`src/include/fec_pkg.sv`:
```
// fec_pkg: constants and carrier types for the flash erase control and memory select block.
// Assumes a 20 MHz clock and a synchronous, single-cycle write strobe from the bus front end.
package fec_pkg;

    // configuration-space register offsets (low address byte)
    localparam logic [7:0] OFS_PAGE = 8'hE0;
    localparam logic [7:0] OFS_PROT_PRIMARY = 8'hC0;
    localparam logic [7:0] OFS_PROT_SECONDARY = 8'hC1;
    localparam logic [7:0] OFS_SPACE_MAP = 8'hC2;

    // reset values
    localparam logic [7:0] PAGE_RESET = 8'h00;
    localparam logic [7:0] SPACE_MAP_INIT = 8'h0C;

    // space map bit positions
    localparam int MAP_SRAM_PROG = 0;
    localparam int MAP_SEC_PROG = 1;
    localparam int MAP_PRI_PROG = 2;
    localparam int MAP_SEC_DATA = 3;
    localparam int MAP_PRI_DATA = 4;

    // status byte bit positions
    localparam int STAT_TOGGLE = 6;
    localparam int STAT_ERROR = 5;
    localparam int STAT_WINDOW = 3;

    // command codes and unlock addresses
    localparam logic [7:0] CMD_UNLOCK1 = 8'hAA;
    localparam logic [7:0] CMD_UNLOCK2 = 8'h55;
    localparam logic [11:0] ADR_UNLOCK1 = 12'hAAA;
    localparam logic [11:0] ADR_UNLOCK2 = 12'h554;
    localparam logic [7:0] CMD_PROGRAM = 8'hA0;
    localparam logic [7:0] CMD_ERASE_SETUP = 8'h80;
    localparam logic [7:0] CMD_BULK = 8'h10;
    localparam logic [7:0] CMD_SECTOR = 8'h30;
    localparam logic [7:0] CMD_RESUME = 8'h30;
    localparam logic [7:0] CMD_SUSPEND = 8'hB0;
    localparam logic [7:0] CMD_RESET = 8'hF0;

    // timing, figures in ns, counts at the clock rate
    localparam int CLK_PERIOD_NS = 50;
    localparam int SUSPEND_MIN_NS = 100;
    localparam int SUSPEND_MAX_NS = 15000;
    localparam int RECOVER_NS = 25000;
    localparam int WINDOW_NS = 100000;
    localparam int TMR_W = 12;
    localparam logic [TMR_W-1:0] SUSPEND_CYC =
        TMR_W'((SUSPEND_MIN_NS + CLK_PERIOD_NS - 1) / CLK_PERIOD_NS);
    localparam logic [TMR_W-1:0] SUSPEND_MAX_CYC = TMR_W'(SUSPEND_MAX_NS / CLK_PERIOD_NS);
    localparam logic [TMR_W-1:0] RECOVER_CYC = TMR_W'(RECOVER_NS / CLK_PERIOD_NS);
    localparam logic [TMR_W-1:0] WINDOW_CYC = TMR_W'(WINDOW_NS / CLK_PERIOD_NS);

    // one bus cycle as seen by the block
    typedef struct packed {
        logic [15:0] addr;
        logic [7:0] data;
        logic wr;
        logic rd;
        logic fetch;
        logic cfg;
    } fec_bus_t;

    // decoder selects
    typedef struct packed {
        logic [7:0] primary;
        logic [3:0] secondary;
        logic sram;
        logic io;
    } fec_sel_t;

    typedef enum logic [3:0] {
        ST_READ, ST_UNLK1, ST_UNLK2, ST_PROG_ADDR, ST_ERS_SETUP, ST_ERS_UNLK1,
        ST_ERS_UNLK2, ST_PROGRAM, ST_BULK, ST_WINDOW, ST_ERASING, ST_SUSPENDING,
        ST_SUSPENDED, ST_ERROR, ST_RECOVER
    } fec_state_t;

endpackage : fec_pkg

```
`src/hw/fec_cycle_timer.sv`:
```
// fec_cycle_timer: down counter for the erase window, suspend latency and recovery delay.
// Assumes load is a single-cycle pulse; a new load restarts the count.
`timescale 1ns/100ps
module fec_cycle_timer (
    input wire logic clk,
    input wire logic nrst,
    input wire logic load,
    input wire logic [fec_pkg::TMR_W-1:0] load_value,
    output logic done
);
    logic [fec_pkg::TMR_W-1:0] count_reg;
    logic [fec_pkg::TMR_W-1:0] count_next;
    logic run_reg;
    logic run_next;
    logic last;

    assign last = run_reg && (count_reg == fec_pkg::TMR_W'(1));
    assign count_next = load ? load_value : (run_reg ? count_reg - fec_pkg::TMR_W'(1) : count_reg);
    assign run_next = load ? 1'b1 : (last ? 1'b0 : run_reg);
    // done pulses in the cycle the count reaches its end
    assign done = last && !load;

    always_ff @(posedge clk or negedge nrst) begin
        if (!nrst) begin
            count_reg <= '0;
            run_reg <= 1'b0;
        end else begin
            count_reg <= count_next;
            run_reg <= run_next;
        end
    end
endmodule : fec_cycle_timer

```
`src/hw/fec_flash_ctrl.sv`:
```
// fec_flash_ctrl: flash command sequencer (suspend, resume, reset, protection) plus select
// priority, space mapping and the page register.
// Assumes bus fields are synchronous to clk and wr is high for one cycle per write.
// Overview of operation
// - suspend is B0 to even address with sector select
// - suspend only acts while erase is active
// - suspend during add-sector window ends window
// - toggle stops 0.1 to 15 us after suspend
// - suspended erasing sector reads invalid, others valid
// - suspended: only resume, reset and reads accepted
// - reset while suspended abandons erase, sector invalid
// - resume is 30 to even address with select
// - program and erase of protected sector ignored
// - protection bits readable, never writable by MCU
// - reset is one write, optional unlock prefix
// - reset gives read mode; after error or during sector erase within 25 us
// - reset ignored in program or bulk erase
// - chip reset aborts cycles, returns to read
// - sram and io over secondary over primary
// - space map steers program or data space answer
// - 0Ch separates spaces; b2 b4 combine primary
// - page register read and write at E0h
// - page bits feed decoder and general logic
// - window flag 0 while counting, 1 erasing
`timescale 1ns/100ps
module fec_flash_ctrl (
    input wire logic clk,
    input wire logic nrst,
    input wire fec_pkg::fec_bus_t bus,
    input wire fec_pkg::fec_sel_t raw_sel,
    input wire logic [7:0] prot_primary,
    input wire logic [3:0] prot_secondary,
    input wire logic op_done,
    input wire logic op_fail,
    output fec_pkg::fec_sel_t sel_out,
    output logic [7:0] page_bits,
    output logic [7:0] rd_data,
    output logic status_drive,
    output logic read_invalid,
    output logic toggle_flag,
    output logic error_flag,
    output logic erase_window_flag,
    output logic program_start,
    output logic bulk_start,
    output logic [11:0] erase_mask,
    output logic erase_run,
    output logic array_abort
);
    fec_pkg::fec_state_t state_reg;
    fec_pkg::fec_state_t state_next;
    logic [7:0] page_reg;
    logic [7:0] space_map_reg;
    logic [7:0] rd_data_reg;
    logic status_drive_reg;
    logic read_invalid_reg;
    logic toggle_reg;
    logic error_reg;
    logic window_flag_reg;
    logic program_start_reg;
    logic bulk_start_reg;
    logic [11:0] erase_mask_reg;
    logic [11:0] erase_mask_next;
    logic erase_run_reg;
    logic abort_reg;
    logic abort_next;
    fec_pkg::fec_sel_t sel_reg;
    fec_pkg::fec_sel_t sel_next;
    logic timer_load;
    logic [fec_pkg::TMR_W-1:0] timer_value;
    logic timer_done;

    // bus decode
    wire [11:0] sector_sel = {raw_sel.secondary, raw_sel.primary};
    wire [11:0] sector_prot = {prot_secondary, prot_primary};
    wire flash_hit = |sector_sel;
    wire cmd_wr = bus.wr && !bus.cfg;
    wire even_hit = cmd_wr && !bus.addr[0] && flash_hit;
    wire is_unlock1 = cmd_wr && bus.addr[11:0] == fec_pkg::ADR_UNLOCK1
        && bus.data == fec_pkg::CMD_UNLOCK1;
    wire is_unlock2 = cmd_wr && bus.addr[11:0] == fec_pkg::ADR_UNLOCK2
        && bus.data == fec_pkg::CMD_UNLOCK2;
    wire is_reset = cmd_wr && bus.data == fec_pkg::CMD_RESET;
    wire is_suspend = even_hit && bus.data == fec_pkg::CMD_SUSPEND;
    wire is_resume = even_hit && bus.data == fec_pkg::CMD_RESUME;
    wire is_sector = cmd_wr && flash_hit && bus.data == fec_pkg::CMD_SECTOR;
    wire target_prot = |(sector_sel & sector_prot);
    wire [11:0] add_sectors = sector_sel & ~sector_prot;
    wire cfg_wr = bus.wr && bus.cfg;
    wire cfg_rd = (bus.rd || bus.fetch) && bus.cfg;
    wire flash_rd = (bus.rd || bus.fetch) && !bus.cfg && flash_hit;

    // states in which array reads return status instead of data
    wire busy = state_reg inside {fec_pkg::ST_PROGRAM, fec_pkg::ST_BULK, fec_pkg::ST_WINDOW,
        fec_pkg::ST_ERASING, fec_pkg::ST_SUSPENDING, fec_pkg::ST_ERROR, fec_pkg::ST_RECOVER};
    wire toggling = busy && state_reg != fec_pkg::ST_ERROR && state_reg != fec_pkg::ST_RECOVER;

    always_comb begin
        state_next = state_reg;
        erase_mask_next = erase_mask_reg;
        abort_next = 1'b0;
        timer_load = 1'b0;
        timer_value = fec_pkg::WINDOW_CYC;
        case (state_reg)
            fec_pkg::ST_READ: begin
                // stray suspend or resume does nothing here
                if (is_unlock1) state_next = fec_pkg::ST_UNLK1;
            end
            fec_pkg::ST_UNLK1: begin
                if (cmd_wr) state_next = is_unlock2 ? fec_pkg::ST_UNLK2 : fec_pkg::ST_READ;
            end
            fec_pkg::ST_UNLK2: begin
                if (cmd_wr) begin
                    if (bus.data == fec_pkg::CMD_PROGRAM) state_next = fec_pkg::ST_PROG_ADDR;
                    else if (bus.data == fec_pkg::CMD_ERASE_SETUP) state_next = fec_pkg::ST_ERS_SETUP;
                    else state_next = fec_pkg::ST_READ;
                end
            end
            fec_pkg::ST_PROG_ADDR: begin
                if (cmd_wr) begin
                    state_next = (flash_hit && !target_prot) ? fec_pkg::ST_PROGRAM
                        : fec_pkg::ST_READ;
                end
            end
            fec_pkg::ST_ERS_SETUP: begin
                if (cmd_wr) state_next = is_unlock1 ? fec_pkg::ST_ERS_UNLK1 : fec_pkg::ST_READ;
            end
            fec_pkg::ST_ERS_UNLK1: begin
                if (cmd_wr) state_next = is_unlock2 ? fec_pkg::ST_ERS_UNLK2 : fec_pkg::ST_READ;
            end
            fec_pkg::ST_ERS_UNLK2: begin
                if (is_sector && |add_sectors) begin
                    state_next = fec_pkg::ST_WINDOW;
                    erase_mask_next = add_sectors;
                    timer_load = 1'b1;
                end else if (cmd_wr && bus.data == fec_pkg::CMD_BULK) begin
                    state_next = fec_pkg::ST_BULK;
                end else if (cmd_wr) begin
                    state_next = fec_pkg::ST_READ;
                end
            end
            fec_pkg::ST_WINDOW: begin
                if (is_suspend) begin
                    // suspend here also closes the add-sector window
                    state_next = fec_pkg::ST_SUSPENDING;
                    timer_load = 1'b1;
                    timer_value = fec_pkg::SUSPEND_CYC;
                end else if (is_sector) begin
                    erase_mask_next = erase_mask_reg | add_sectors;
                    timer_load = 1'b1;
                end else if (cmd_wr) begin
                    state_next = fec_pkg::ST_READ;
                    erase_mask_next = '0;
                    abort_next = 1'b1;
                end else if (timer_done) begin
                    state_next = fec_pkg::ST_ERASING;
                end
            end
            fec_pkg::ST_ERASING: begin
                if (is_suspend) begin
                    state_next = fec_pkg::ST_SUSPENDING;
                    timer_load = 1'b1;
                    timer_value = fec_pkg::SUSPEND_CYC;
                end else if (is_reset) begin
                    state_next = fec_pkg::ST_RECOVER;
                    erase_mask_next = '0;
                    abort_next = 1'b1;
                    timer_load = 1'b1;
                    timer_value = fec_pkg::RECOVER_CYC;
                end else if (op_fail) begin
                    state_next = fec_pkg::ST_ERROR;
                end else if (op_done) begin
                    state_next = fec_pkg::ST_READ;
                    erase_mask_next = '0;
                end
            end
            fec_pkg::ST_SUSPENDING: begin
                if (timer_done) state_next = fec_pkg::ST_SUSPENDED;
            end
            fec_pkg::ST_SUSPENDED: begin
                // programming and everything but resume and reset is refused
                if (is_resume) begin
                    state_next = fec_pkg::ST_ERASING;
                end else if (is_reset) begin
                    state_next = fec_pkg::ST_READ;
                    erase_mask_next = '0;
                    abort_next = 1'b1;
                end
            end
            fec_pkg::ST_PROGRAM, fec_pkg::ST_BULK: begin
                // reset writes are deliberately not looked at here
                if (op_fail) state_next = fec_pkg::ST_ERROR;
                else if (op_done) state_next = fec_pkg::ST_READ;
            end
            fec_pkg::ST_ERROR: begin
                if (is_reset) begin
                    state_next = fec_pkg::ST_RECOVER;
                    erase_mask_next = '0;
                    abort_next = 1'b1;
                    timer_load = 1'b1;
                    timer_value = fec_pkg::RECOVER_CYC;
                end
            end
            fec_pkg::ST_RECOVER: begin
                if (timer_done) state_next = fec_pkg::ST_READ;
            end
            default: state_next = fec_pkg::ST_READ;
        endcase
    end

    fec_cycle_timer u_timer (
        .clk(clk),
        .nrst(nrst),
        .load(timer_load),
        .load_value(timer_value),
        .done(timer_done)
    );

    // select priority and space gating
    wire data_acc = bus.rd || bus.wr;
    wire pri_space = (bus.fetch && space_map_reg[fec_pkg::MAP_PRI_PROG])
        || (data_acc && space_map_reg[fec_pkg::MAP_PRI_DATA]);
    wire sec_space = (bus.fetch && space_map_reg[fec_pkg::MAP_SEC_PROG])
        || (data_acc && space_map_reg[fec_pkg::MAP_SEC_DATA]);
    wire sram_space = (bus.fetch && space_map_reg[fec_pkg::MAP_SRAM_PROG]) || data_acc;
    wire sram_on = raw_sel.sram && sram_space;
    wire io_on = raw_sel.io && data_acc;
    wire [3:0] sec_on = sec_space ? raw_sel.secondary : 4'h0;
    wire top_level = sram_on || io_on;
    always_comb begin
        sel_next.sram = sram_on;
        sel_next.io = io_on;
        sel_next.secondary = top_level ? 4'h0 : sec_on;
        sel_next.primary = (top_level || |sec_on || !pri_space) ? 8'h00 : raw_sel.primary;
    end

    // register read mux, unmapped offsets read as zero
    wire [7:0] cfg_rd_value =
        bus.addr[7:0] == fec_pkg::OFS_PAGE ? page_reg :
        bus.addr[7:0] == fec_pkg::OFS_PROT_PRIMARY ? prot_primary :
        bus.addr[7:0] == fec_pkg::OFS_PROT_SECONDARY ? {4'h0, prot_secondary} :
        bus.addr[7:0] == fec_pkg::OFS_SPACE_MAP ? space_map_reg : 8'h00;
    wire toggle_next = toggle_reg ^ (flash_rd && toggling);
    wire window_next = state_next inside {fec_pkg::ST_ERASING, fec_pkg::ST_SUSPENDING,
        fec_pkg::ST_SUSPENDED};
    wire error_next = op_fail ? 1'b1 : (state_reg == fec_pkg::ST_RECOVER && timer_done)
        ? 1'b0 : error_reg;
    wire [7:0] status_byte = (8'h01 << fec_pkg::STAT_TOGGLE) & {8{toggle_next}}
        | (8'h01 << fec_pkg::STAT_ERROR) & {8{error_reg}}
        | (8'h01 << fec_pkg::STAT_WINDOW) & {8{window_flag_reg}};
    wire status_now = flash_rd && busy;
    wire invalid_now = flash_rd && state_reg == fec_pkg::ST_SUSPENDED
        && |(sector_sel & erase_mask_reg);
    wire [7:0] rd_next = cfg_rd ? cfg_rd_value : (status_now ? status_byte : rd_data_reg);

    always_ff @(posedge clk or negedge nrst) begin
        if (!nrst) begin
            state_reg <= fec_pkg::ST_READ;
            erase_mask_reg <= '0;
            abort_reg <= 1'b1;
            page_reg <= fec_pkg::PAGE_RESET;
            space_map_reg <= fec_pkg::SPACE_MAP_INIT;
        end else begin
            state_reg <= state_next;
            erase_mask_reg <= erase_mask_next;
            abort_reg <= abort_next;
            if (cfg_wr && bus.addr[7:0] == fec_pkg::OFS_PAGE) page_reg <= bus.data;
            if (cfg_wr && bus.addr[7:0] == fec_pkg::OFS_SPACE_MAP) space_map_reg <= bus.data;
        end
    end

    always_ff @(posedge clk or negedge nrst) begin
        if (!nrst) begin
            rd_data_reg <= 8'h00;
            status_drive_reg <= 1'b0;
            read_invalid_reg <= 1'b0;
            toggle_reg <= 1'b0;
            error_reg <= 1'b0;
            window_flag_reg <= 1'b0;
            program_start_reg <= 1'b0;
            bulk_start_reg <= 1'b0;
            erase_run_reg <= 1'b0;
            sel_reg <= '0;
        end else begin
            rd_data_reg <= rd_next;
            status_drive_reg <= status_now;
            read_invalid_reg <= invalid_now;
            toggle_reg <= toggle_next;
            error_reg <= error_next;
            window_flag_reg <= window_next;
            program_start_reg <= state_reg == fec_pkg::ST_PROG_ADDR
                && state_next == fec_pkg::ST_PROGRAM;
            bulk_start_reg <= state_reg != fec_pkg::ST_BULK && state_next == fec_pkg::ST_BULK;
            erase_run_reg <= state_next == fec_pkg::ST_ERASING;
            sel_reg <= sel_next;
        end
    end

    assign sel_out = sel_reg;
    assign page_bits = page_reg;
    assign rd_data = rd_data_reg;
    assign status_drive = status_drive_reg;
    assign read_invalid = read_invalid_reg;
    assign toggle_flag = toggle_reg;
    assign error_flag = error_reg;
    assign erase_window_flag = window_flag_reg;
    assign program_start = program_start_reg;
    assign bulk_start = bulk_start_reg;
    assign erase_mask = erase_mask_reg;
    assign erase_run = erase_run_reg;
    assign array_abort = abort_reg;
endmodule : fec_flash_ctrl

```
`config.mk`:
```
export PLATFORM = sky130hd
export DESIGN_NAME = fec_flash_ctrl
export DESIGN_NICKNAME = d
export VERILOG_FILES = /design/src/include/fec_pkg.sv /design/src/hw/fec_cycle_timer.sv /design/src/hw/fec_flash_ctrl.sv
export SDC_FILE = /design/constraint.sdc
export NUM_CORES = 1
export LEC_CHECK = 0
export BUFFER_PORTS_ARGS = -buffer_cell sky130_fd_sc_hd__buf_2
export CAP_MARGIN = 15
export CELL_PAD_IN_SITES_DETAIL_PLACEMENT = 1
export CELL_PAD_IN_SITES_GLOBAL_PLACEMENT = 2
export CORE_MARGIN = 2
export CORE_UTILIZATION = 33
export DETAILED_ROUTE_END_ITERATION = 10
export HOLD_SLACK_MARGIN = 0.06
export PLACE_DENSITY_LB_ADDON = 0.3
export SLEW_MARGIN = 15
export SYNTH_ARGS = -nofsm -noshare
export SYNTH_HDL_FRONTEND = slang
export SYNTH_SLANG_ARGS = --single-unit
export TNS_END_PERCENT = 1
```
`constraint.sdc`:
```
create_clock -name clk -period 3.1 [get_ports clk]
set_clock_uncertainty 0.1 [all_clocks]
set_input_delay 0.155 -clock clk [delete_from_list [all_inputs] [get_ports clk]]
set_output_delay 0.155 -clock clk [all_outputs]
set_load 0.05 [all_outputs]
```
# Yosys cells after proc, flatten, opt, wreduce, memory -nomap -nowiden
# Cells that the tools add are included.
[word_totals]
ff_bits = 76
inputBits = 58
elab_cells = 211
[op_classes]
add_sub_neg = 1
n_eq_ne = 44
muxes = 71
bitwise_logic = 8
n_reduce_logical = 67
[ops]
columns = ["op", "n"]
rows = [
  ["two-way mux 12 bit", 12],
  ["two-way mux 4 bit", 24],
  ["== test 8 bit (second input constant)", 9],
  ["one-hot mux 12 bit (5 select lines)", 1],
  ["two-way mux 8 bit", 7],
  ["one-hot mux 4 bit (14 select lines)", 1],
  ["OR reduction 12 bit", 4],
  ["== test 4 bit (second input constant)", 11],
  ["logical AND 1 bit", 39],
  ["bitwise AND 12 bit", 3],
  ["two-way mux 11 bit", 3],
  ["one-hot mux 11 bit (3 select lines)", 1],
  ["== test 4 x 3 -> 1 bit (second input constant)", 5],
  ["two-way mux 3 bit", 5],
  ["two-way mux 1 bit", 14],
  ["== test 12 x 1 -> 1 bit (second input constant)", 1],
  ["== test 12 x 11 -> 1 bit (second input constant)", 1],
  ["== test 12 bit (second input constant)", 1],
  ["inequality test 4 bit (second input constant)", 3],
  ["inverter 12 bit", 1],
  ["bitwise OR 12 bit", 1],
  ["subtractor 12 x 1 -> 12 bit (second input constant)", 1],
  ["inequality test 3 bit (second input constant)", 3],
  ["== test 4 x 2 -> 1 bit (second input constant)", 2],
  ["20 further kinds", 38],
]

# Logic depth before layout (Yosys ltp)
# Gate-level depths: netlist of the first run.
[depth]
depth_word = 16
ltp_mapped = 10
mapped_depth_nobuf = 9

# By module
# Synthesis of the first run repeated with hierarchy kept, for this count alone.
[hier_totals]
hier_cells = 469
hier_area_um2 = 4599.4
[by_module_without_submodules]
columns = ["module", "n_inst", "cells_each", "area_per_inst_um2", "seq_area_each_um2"]
rows = [
  ["fec_flash_ctrl", 1, 386, 3822.4, 1580.3],
  ["fec_cycle_timer", 1, 83, 777.0, 325.3],
]

# Worst setup path before layout of the first run
# OpenSTA, ideal clock, no wires.
[synth_path]
path_kind = "reg2reg"
start = "register u_timer.count_reg[2] in the netlist's numbering"
end = "register window_flag_reg (netlist: erase_window_flag)"
setup_time_ps = 133
arrival_ps = 2255
t_required_ps = 2867
slack_ps = 613
path_stages_with_launch = 9
path_buffers = 0
synth_period_minus_slack_ps = 2487
cell_sequence = "dfrtp_1 > or4_4 > nor2_4 > or4b_4 > clkinv_2 > o2111ai_4 > a211o_2 > nand2_1 > o31ai_2"
[synth_between]
elab_chain_cells = 10
word_cells_on_any_way = 14
classes_between = "eq/ne: 4; mux: 7; reduce/logical: 3"
[synth_lines]
columns = ["item", "line", "rtl"]
rows = [
  ["start, declared", "fec_cycle_timer.sv:11", "logic [fec_pkg::TMR_W-1:0] count_reg;"],
  ["start signal, assigned", "fec_cycle_timer.sv:28", "count_reg <= count_next;"],
  ["== test 12 x 1 -> 1 bit *", "fec_cycle_timer.sv:17", "assign last = run_reg && (count_reg == fec_pkg::TMR_W'(1));"],
  ["logical AND 1 bit *", "fec_cycle_timer.sv:17", ""],
  ["logical AND 1 bit *", "fec_cycle_timer.sv:21", "assign done = last && !load;"],
  ["two-way mux 4 bit", "fec_flash_ctrl.sv:154", "end else if (timer_done) begin"],
  ["two-way mux 4 bit", "fec_flash_ctrl.sv:150", "end else if (cmd_wr) begin"],
  ["two-way mux 4 bit", "fec_flash_ctrl.sv:147", "end else if (is_sector) begin"],
  ["two-way mux 4 bit", "fec_flash_ctrl.sv:142", "if (is_suspend) begin"],
  ["one-hot mux 4 bit (14 select lines) *", "fec_flash_ctrl.sv:103", "case (state_reg)"],
  ["net state_next[3]", "fec_flash_ctrl.sv:50", "fec_pkg::fec_state_t state_next;"],
  ["== test 4 bit", "fec_flash_ctrl.sv:243", "wire window_next = state_next inside {fec_pkg::ST_ERASING, fec_pkg::ST_SUSPENDING,"],
  ["nonzero test 3 bit *", "fec_flash_ctrl.sv:243", ""],
  ["net window_next", "fec_flash_ctrl.sv:243", ""],
  ["end signal, assigned", "fec_flash_ctrl.sv:289", "window_flag_reg <= window_next;"],
  ["end, declared", "fec_flash_ctrl.sv:58", "logic window_flag_reg;"],
]
# Mark *: on every way through the listed nets, which the timed path passes. The rest lies on a longest branch.
# A chain may end at the register's enable or synchronous reset.

# Final worst setup path of the first run
[layout_path]
start = "input bus[5] in the netlist's numbering"
end = "register u_timer.count_reg[10] in the netlist's numbering"
[layout_between]
elab_chain_cells = 6
word_cells_on_any_way = 19
classes_between = "eq/ne: 3; mux: 11; reduce/logical: 5"
[layout_lines]
columns = ["item", "line", "rtl"]
rows = [
  ["start, declared", "fec_flash_ctrl.sv:29", "input wire fec_pkg::fec_bus_t bus,"],
  ["== test 8 bit / == test 8 x 6 -> 1 bit (equally long branches)", "fec_flash_ctrl.sv:82, fec_flash_ctrl.sv:85", ""],
  ["logical AND 1 bit (on tied branches)", "fec_flash_ctrl.sv:82, fec_flash_ctrl.sv:85", ""],
  ["two-way mux 1 bit, or another cell as far along", "fec_flash_ctrl.sv:163, fec_flash_ctrl.sv:195", ""],
  ["two-way mux 1 bit, or another cell as far along", "fec_flash_ctrl.sv:159", "if (is_suspend) begin"],
  ["one-hot mux 1 bit (4 select lines) / one-hot mux 11 bit (3 select lines) (equally long branches)", "fec_flash_ctrl.sv:103", ""],
  ["two-way mux 12 bit / nonzero test 2 bit (equally long branches)", "n/a", ""],
]
# Parallel ways exist; a longest one is shown, timed or not.

==> results of run 1 <==
## worst reg2reg max path, delay by kind of cell (launching register included)
| kind | cells | cell delay (ns) |
|---|---|---|
| buffers and inverters | 1 | 0.08 |
| AOI/OAI and AO/OA | 3 | 0.63 |
| and+or+nand+nor | 4 | 1.35 |
| DFF | 1 | 0.42 |
## cells in the mapped netlist, types with 8 or more instances
library cell  count  area, sq um
nor4_1           11         68.8
dfrtp_1          73         1830
nand2b_1         21          131
a21oi_1          25          125
a22oi_1           8         60.1
and2_1           15         93.8
mux2_2           16          180
nand3_1          11         55.1
nand2_1          44          165
mux2i_1          10          100
a22o_1            9         78.8
clkbuf_1         13         48.8
nor2_1           32          120
nand4_1          10         62.6
xnor2_1          10         87.6
o21ai_0          12         60.1
o21ai_1           9         45.0
nor2b_1          11         68.8
## repair_timing
action                                  CTS  global route
hold endpoints to repair                 98             0
hold buffers                             21             0
gates resized for setup                   0             1
endpoints found under the setup margin    0            10
## per-layer routing
layer / global-route usage / vias up
met5: 0 / -
met4: 0.0647 / 0
met3: 0.0429 / 18
met2: 0.360 / 124
met1: 0.308 / 2134
li1: - / 2005
## logic make-up (layout without fill, tap and decap cells)
group	count (synthesis)	after routing	share of synthesized area
fa+ha+maj	2	2	0.00560
buf+inv	26	161	0.0243
xor+xnor	11	11	0.0215
mux	26	26	0.0627
flops	76	76	0.426
simple gates	209	209	0.271
compound gates	118	118	0.189
## metrics by stage
step	instances	hold slack [ns]	utilization	setup WS (ns)	power, mW
finish	779	0.0853	0.433	0.258	2.93
global route	779	0.0945	0.433	0.0411	3.06
CTS	779	0.0786	0.432	0.207	2.95
detailed placement	742	0.278	0.395	0.408	1.92
global placement	742	0.269	0.395	0.428	1.90
floorplan	468	-0.241	-	0.613	1.65
## power breakdown
group | total [mW] | internal [mW] | switching (mW)
logic | 0.742 | 0.214 | 0.528
clock network | 1.00 | 0.583 | 0.417
registers | 1.18 | 1.09 | 0.0939
## cell type report
cell class | instances | area, sq um | area share
timing repair buffer | 139 | 838 | 0.146
inverter | 6 | 23.8 | 0.00415
sequential | 76 | 1910 | 0.333
multi-input combinational | 366 | 2460 | 0.430
tap | 176 | 220 | 0.0384
clock inverter | 4 | 23.8 | 0.00415
clock buffer | 12 | 256 | 0.0448
## worst max path at each step
| stage | start | end | slack (ns) |
|---|---|---|---|
| 6_report | bus[5] | u_timer.count_reg[10] | 0.26 |
| 3_3_place_gp | state_reg[0] | u_timer.count_reg[9] | 0.43 |
| 2_1_floorplan | u_timer.count_reg[2] | erase_window_flag | 0.61 |
| 4_1_cts | bus[5] | erase_mask[9] | 0.21 |
| 3_5_place_dp | state_reg[1] | erase_mask[5] | 0.41 |
| 5_1_grt | bus[5] | u_timer.count_reg[10] | 0.04 |
==> results.ini, run 1 <==
[route]
viasPerCell = 5.50
top_layer = met4
wl_met2_mm = 7.25
drt_iter0_markers = 233
dr_wl_met3_um = 753
dr.pass1.iters = 4
ant_nets = 0
wl_per_cell_um = 19.8
num_vias = 4281
routed_wl_mm = 15.4
drc = 0
met1_length_mm = 7.20

[timing]
tightest_slew_ns = 0.985
slew_headroom = 0.344
slew_violations = 0
rsz0062_at_grt = false
finalHoldViolCount = 0
setup_tns_ns = 0
fin_crit_ns = 2.84
setup_viol = 0
max_freq_mhz = 352
fin_crit_sh = 0.917

[cells_and_area]
antenna_cells = 0
largest_register_ffs = 14
drive_gt1_frac = 0.300
final_area_sq_um = 5730
area_growth_pct = 28.1
layout_common_cells = 103 x buf_2, 73 x dfrtp_1, 44 x nand2_1
final_common_cell = buf_2
nFillCells = 1580
final_nets = 658

[worst_hold_path]
min_from = bus[9]
hold_path_depth = 2
hold_end = page_bits[5]
hp-class = primary input to flop

[logic_synthesis]
synth_edf_count = 0
avgSynthCellArea_sq_um = 9.56
synth_fp_nets = 528
ys_types = 76
synth_cells = 468
seq_area_frac_synth = 0.426
synth_area_sq_um = 4470
ys_ff_latch = 76
synth-warning-count = 0
ys.flop_type = dfrtp_1
synthArstFlopShare = 1.00

[clock_network]
numCtsBuffers = 9
cts.sinks = 76
clock_latency_ns = 0.34
cts_root_buf = clkbuf_16
tritoncts = done
clockBufferDepth = 2
post_cts_buffers = 0
clkTransAtPathRegs_ns = 0.06
h-tree-depth = 3

[worst_setup_path]
cp.buffers_inverters = 2
cp-start-kind = primary input
max_stage_delay_ns = 0.64
worstRegToRegCells = 8
timing.rr.end = erase_window_flag
cp_slowest_cell = o211ai_1
r2r_start = u_timer.count_reg[2]
r2r_setup_slack_ns = 0.43
critPathKind = primary input to flop
crit_cells = 9
cp.arrival_ns = 3.01
cp_top_family = simple AND/OR/NAND/NOR gates
crit_top_cell = nor2_2
end_kind = flop
cp_max_fo = 9
path_cells = dlygate4sd3_1, buf_2, or4_4, nor2_2, nand3_2, o211ai_1, nor2_2, a21oi_1, a2bb2oi_1
crit_required_ns = 3.27

[floorplanning]
core-area_sq_um = 13200
start_util = 0.338
dieArea_sq_um = 14500
num_rows = 42
boundaryPins = 109
die_h_um = 120
die_w_um = 120

[global_routing]
grt.total_usage = 0.224
first_global_vias = 4543
grt_start_max_net_pins = 77
grt_pass1_wl_mm = 25.2
antenna_found_initial = 0
overflow = 0

[placement]
gp_congestion = 0.836
io_buffers = 104
dpl.hpwl_mm = 11.8
place_area_sq_um = 5240

[pwr]
ir_drop_mv = 0.202
power_leakage_nw = 2.57
p_per_area_nw_per_um2 = 511

[job]
maxCapViolCount = 0

[run_status]
outcome = completed

Note: power is estimated with default switching activity, not from simulation.
==> inputs of run 2 (changes only) <==
Settings changed: CELL_PAD_IN_SITES_DETAIL_PLACEMENT 1 to default, CELL_PAD_IN_SITES_GLOBAL_PLACEMENT 2 to default, CORE_UTILIZATION 33 to 51.
==> results.ini, run 2 (synthesis results as in run 1) <==
[timing]
slew_violations = 0  ; unchanged
fin_crit_sh = 0.926  ; +0.00949
whs_ns = 0.0663  ; -0.0190 ns
worst_slack_ns = 0.229  ; -0.0294 ns
setup_tns_ns = 0  ; unchanged
rsz0062_at_grt = false
fin_crit_ns = 2.87  ; +0.0294 ns
tightest_slew_ns = 0.947  ; -0.0373 ns
slew_headroom = 0.368  ; +0.0248
setup_viol = 0  ; unchanged
finalHoldViolCount = 0  ; unchanged
max_freq_mhz = 348  ; -1.0%

[worst_hold_path]
min_from = prot_primary[0]
hp-class = primary input to flop

[placement]
dp.cells = 679  ; -8.5%
post-place-ws_ns = 0.372  ; -0.0360 ns
dpl.hpwl_mm = 10.2  ; -14%
io_buffers = 104  ; unchanged
gp_congestion = 0.973  ; +16%

[global_routing]
overflow = 0  ; unchanged
first_global_vias = 4524  ; -0.42%
antenna_found_initial = 0  ; unchanged
grt_start_max_net_pins = 77  ; unchanged
grt_pass1_wl_mm = 23.1  ; -8.2%
grt.total_usage = 0.303  ; +0.0788

[cells_and_area]
layout_common_cells = 103 x buf_2, 73 x dfrtp_1, 44 x nand2_1
final_common_cell = buf_2
final_nets = 669  ; +1.7%
antenna_cells = 0  ; unchanged
area_growth_pct = 27.2
final_cells = 722  ; -7.3%
drive_gt1_frac = 0.303  ; +0.00277
largest_register_ffs = 14  ; unchanged

[worst_setup_path]
cp.arrival_ns = 3.00  ; about the same
max_stage_delay_ns = 0.60  ; -0.04 ns
r2r_setup_slack_ns = 0.36  ; -0.07 ns
cp_slowest_cell = or4_4
r2r_start = u_timer.count_reg[2]
crit_required_ns = 3.23  ; -0.04 ns
timing.rr.end = erase_window_flag
end_kind = flop
critPathLaunch = bus[5]
worstRegToRegCells = 8  ; unchanged
path_cells = dlygate4sd3_1, buf_2, or4_4, nor3_2, o211ai_4, nand4_1, o2bb2ai_1, a211o_1, nand3_1, o31ai_2
critPathKind = primary input to flop
endpoint = erase_window_flag
cp_max_fo = 9  ; unchanged
cp-start-kind = primary input

[route]
ant_nets = 0  ; unchanged
viasPerCell = 6.15  ; +12%
wl_per_cell_um = 19.5  ; -1.8%
drt_iter0_markers = 316  ; +36%
dr.pass1.iters = 5  ; +1
routed_wl_mm = 14.0  ; -9.0%
drc = 0  ; unchanged
num_vias = 4439  ; +3.7%

[run_status]
outcome = completed

[floorplanning]
num_rows = 34  ; -19%
die_h_um = 97.6  ; -19%
boundaryPins = 109  ; unchanged
dieArea_sq_um = 9530  ; -34%
start_util = 0.520  ; +0.183
core-area_sq_um = 8590  ; -35%
die_w_um = 97.6  ; -19%

[clock_network]
numCtsBuffers = 9  ; unchanged
tritoncts = done
h-tree-depth = 3  ; unchanged
post_cts_buffers = 0  ; unchanged
post_cts_resized = 0  ; unchanged
clock_latency_ns = 0.36  ; +0.02 ns
cts_hold_buffers = 27  ; +29%
cts_root_buf = clkbuf_8
cts.sinks = 76  ; unchanged
clockBufferDepth = 2  ; unchanged
clkTransAtPathRegs_ns = 0.08  ; +0.02 ns

[pwr]
pwr-share-seq = 0.420  ; +0.015
ir_drop_mv = 0.314  ; +56%
combPwrFrac = 0.262  ; +0.008
p_per_area_nw_per_um2 = 491  ; -3.9%
intPower_mw = 1.79  ; -5.1%
power_leakage_nw = 2.59  ; +0.79%
finalPower_mw = 2.79  ; -4.6%
clock_power_share = 0.318  ; -0.024
switching_power_mw = 1.00  ; -3.7%
p_sw_frac = 0.359  ; +0.00336

[job]
maxCapViolCount = 0  ; unchanged

## run 2: layout make-up
type                    count  area [sq um]
clock buffers              10           138
clock inverters             6          93.8
fillers                   687          2900
inverters                   6          23.8
multi-input cells         366          2460
flip-flops and latches     76          1910
well taps                 108           135
repair buffers            150           936
## run 2: stage by stage
stage | instance area, sq um | utilization
after floorplan | 4470 | -
after global placement | 5190 | 0.604
after detailed placement | 5190 | 0.604
after CTS | 5690 | 0.662
after global routing | 5690 | 0.662
final | 5690 | 0.662
## run 2: per-layer routing
layer | wire [um] | track usage
met1 | 5680 | 0.395
met2 | 6760 | 0.495
met3 | 1230 | 0.0727
met4 | 379 | 0.105
met5 | 0 | 0
## run 2: worst min path at each step
stage               endpoint  cells after the start
2_1_floorplan     bulk_start                      0
3_3_place_gp      sel_out[7]                      1
3_5_place_dp   erase_mask[3]                      1
4_1_cts        erase_mask[1]                      3
5_1_grt         page_bits[7]                      2
6_report       erase_mask[0]                      3
## run 2: critical path, delay by kind of cell
| family | cells | cell delay [ns] |
|---|---|---|
| buffers and inverters | 2 | 0.73 |
| and+or+nand+nor | 4 | 1.39 |
| AOI/OAI and AO/OA | 4 | 0.72 |
## run 2: power by group through the flow
stage                     clock network (mW)  logic, mW  registers, mW
final                                  0.886      0.732           1.17
after global routing                   0.945      0.782           1.19
after CTS                              0.898      0.732           1.17
after detailed placement                   0      0.704           1.19
after global placement                     0      0.689           1.19
after floorplan                            0      0.192           1.46
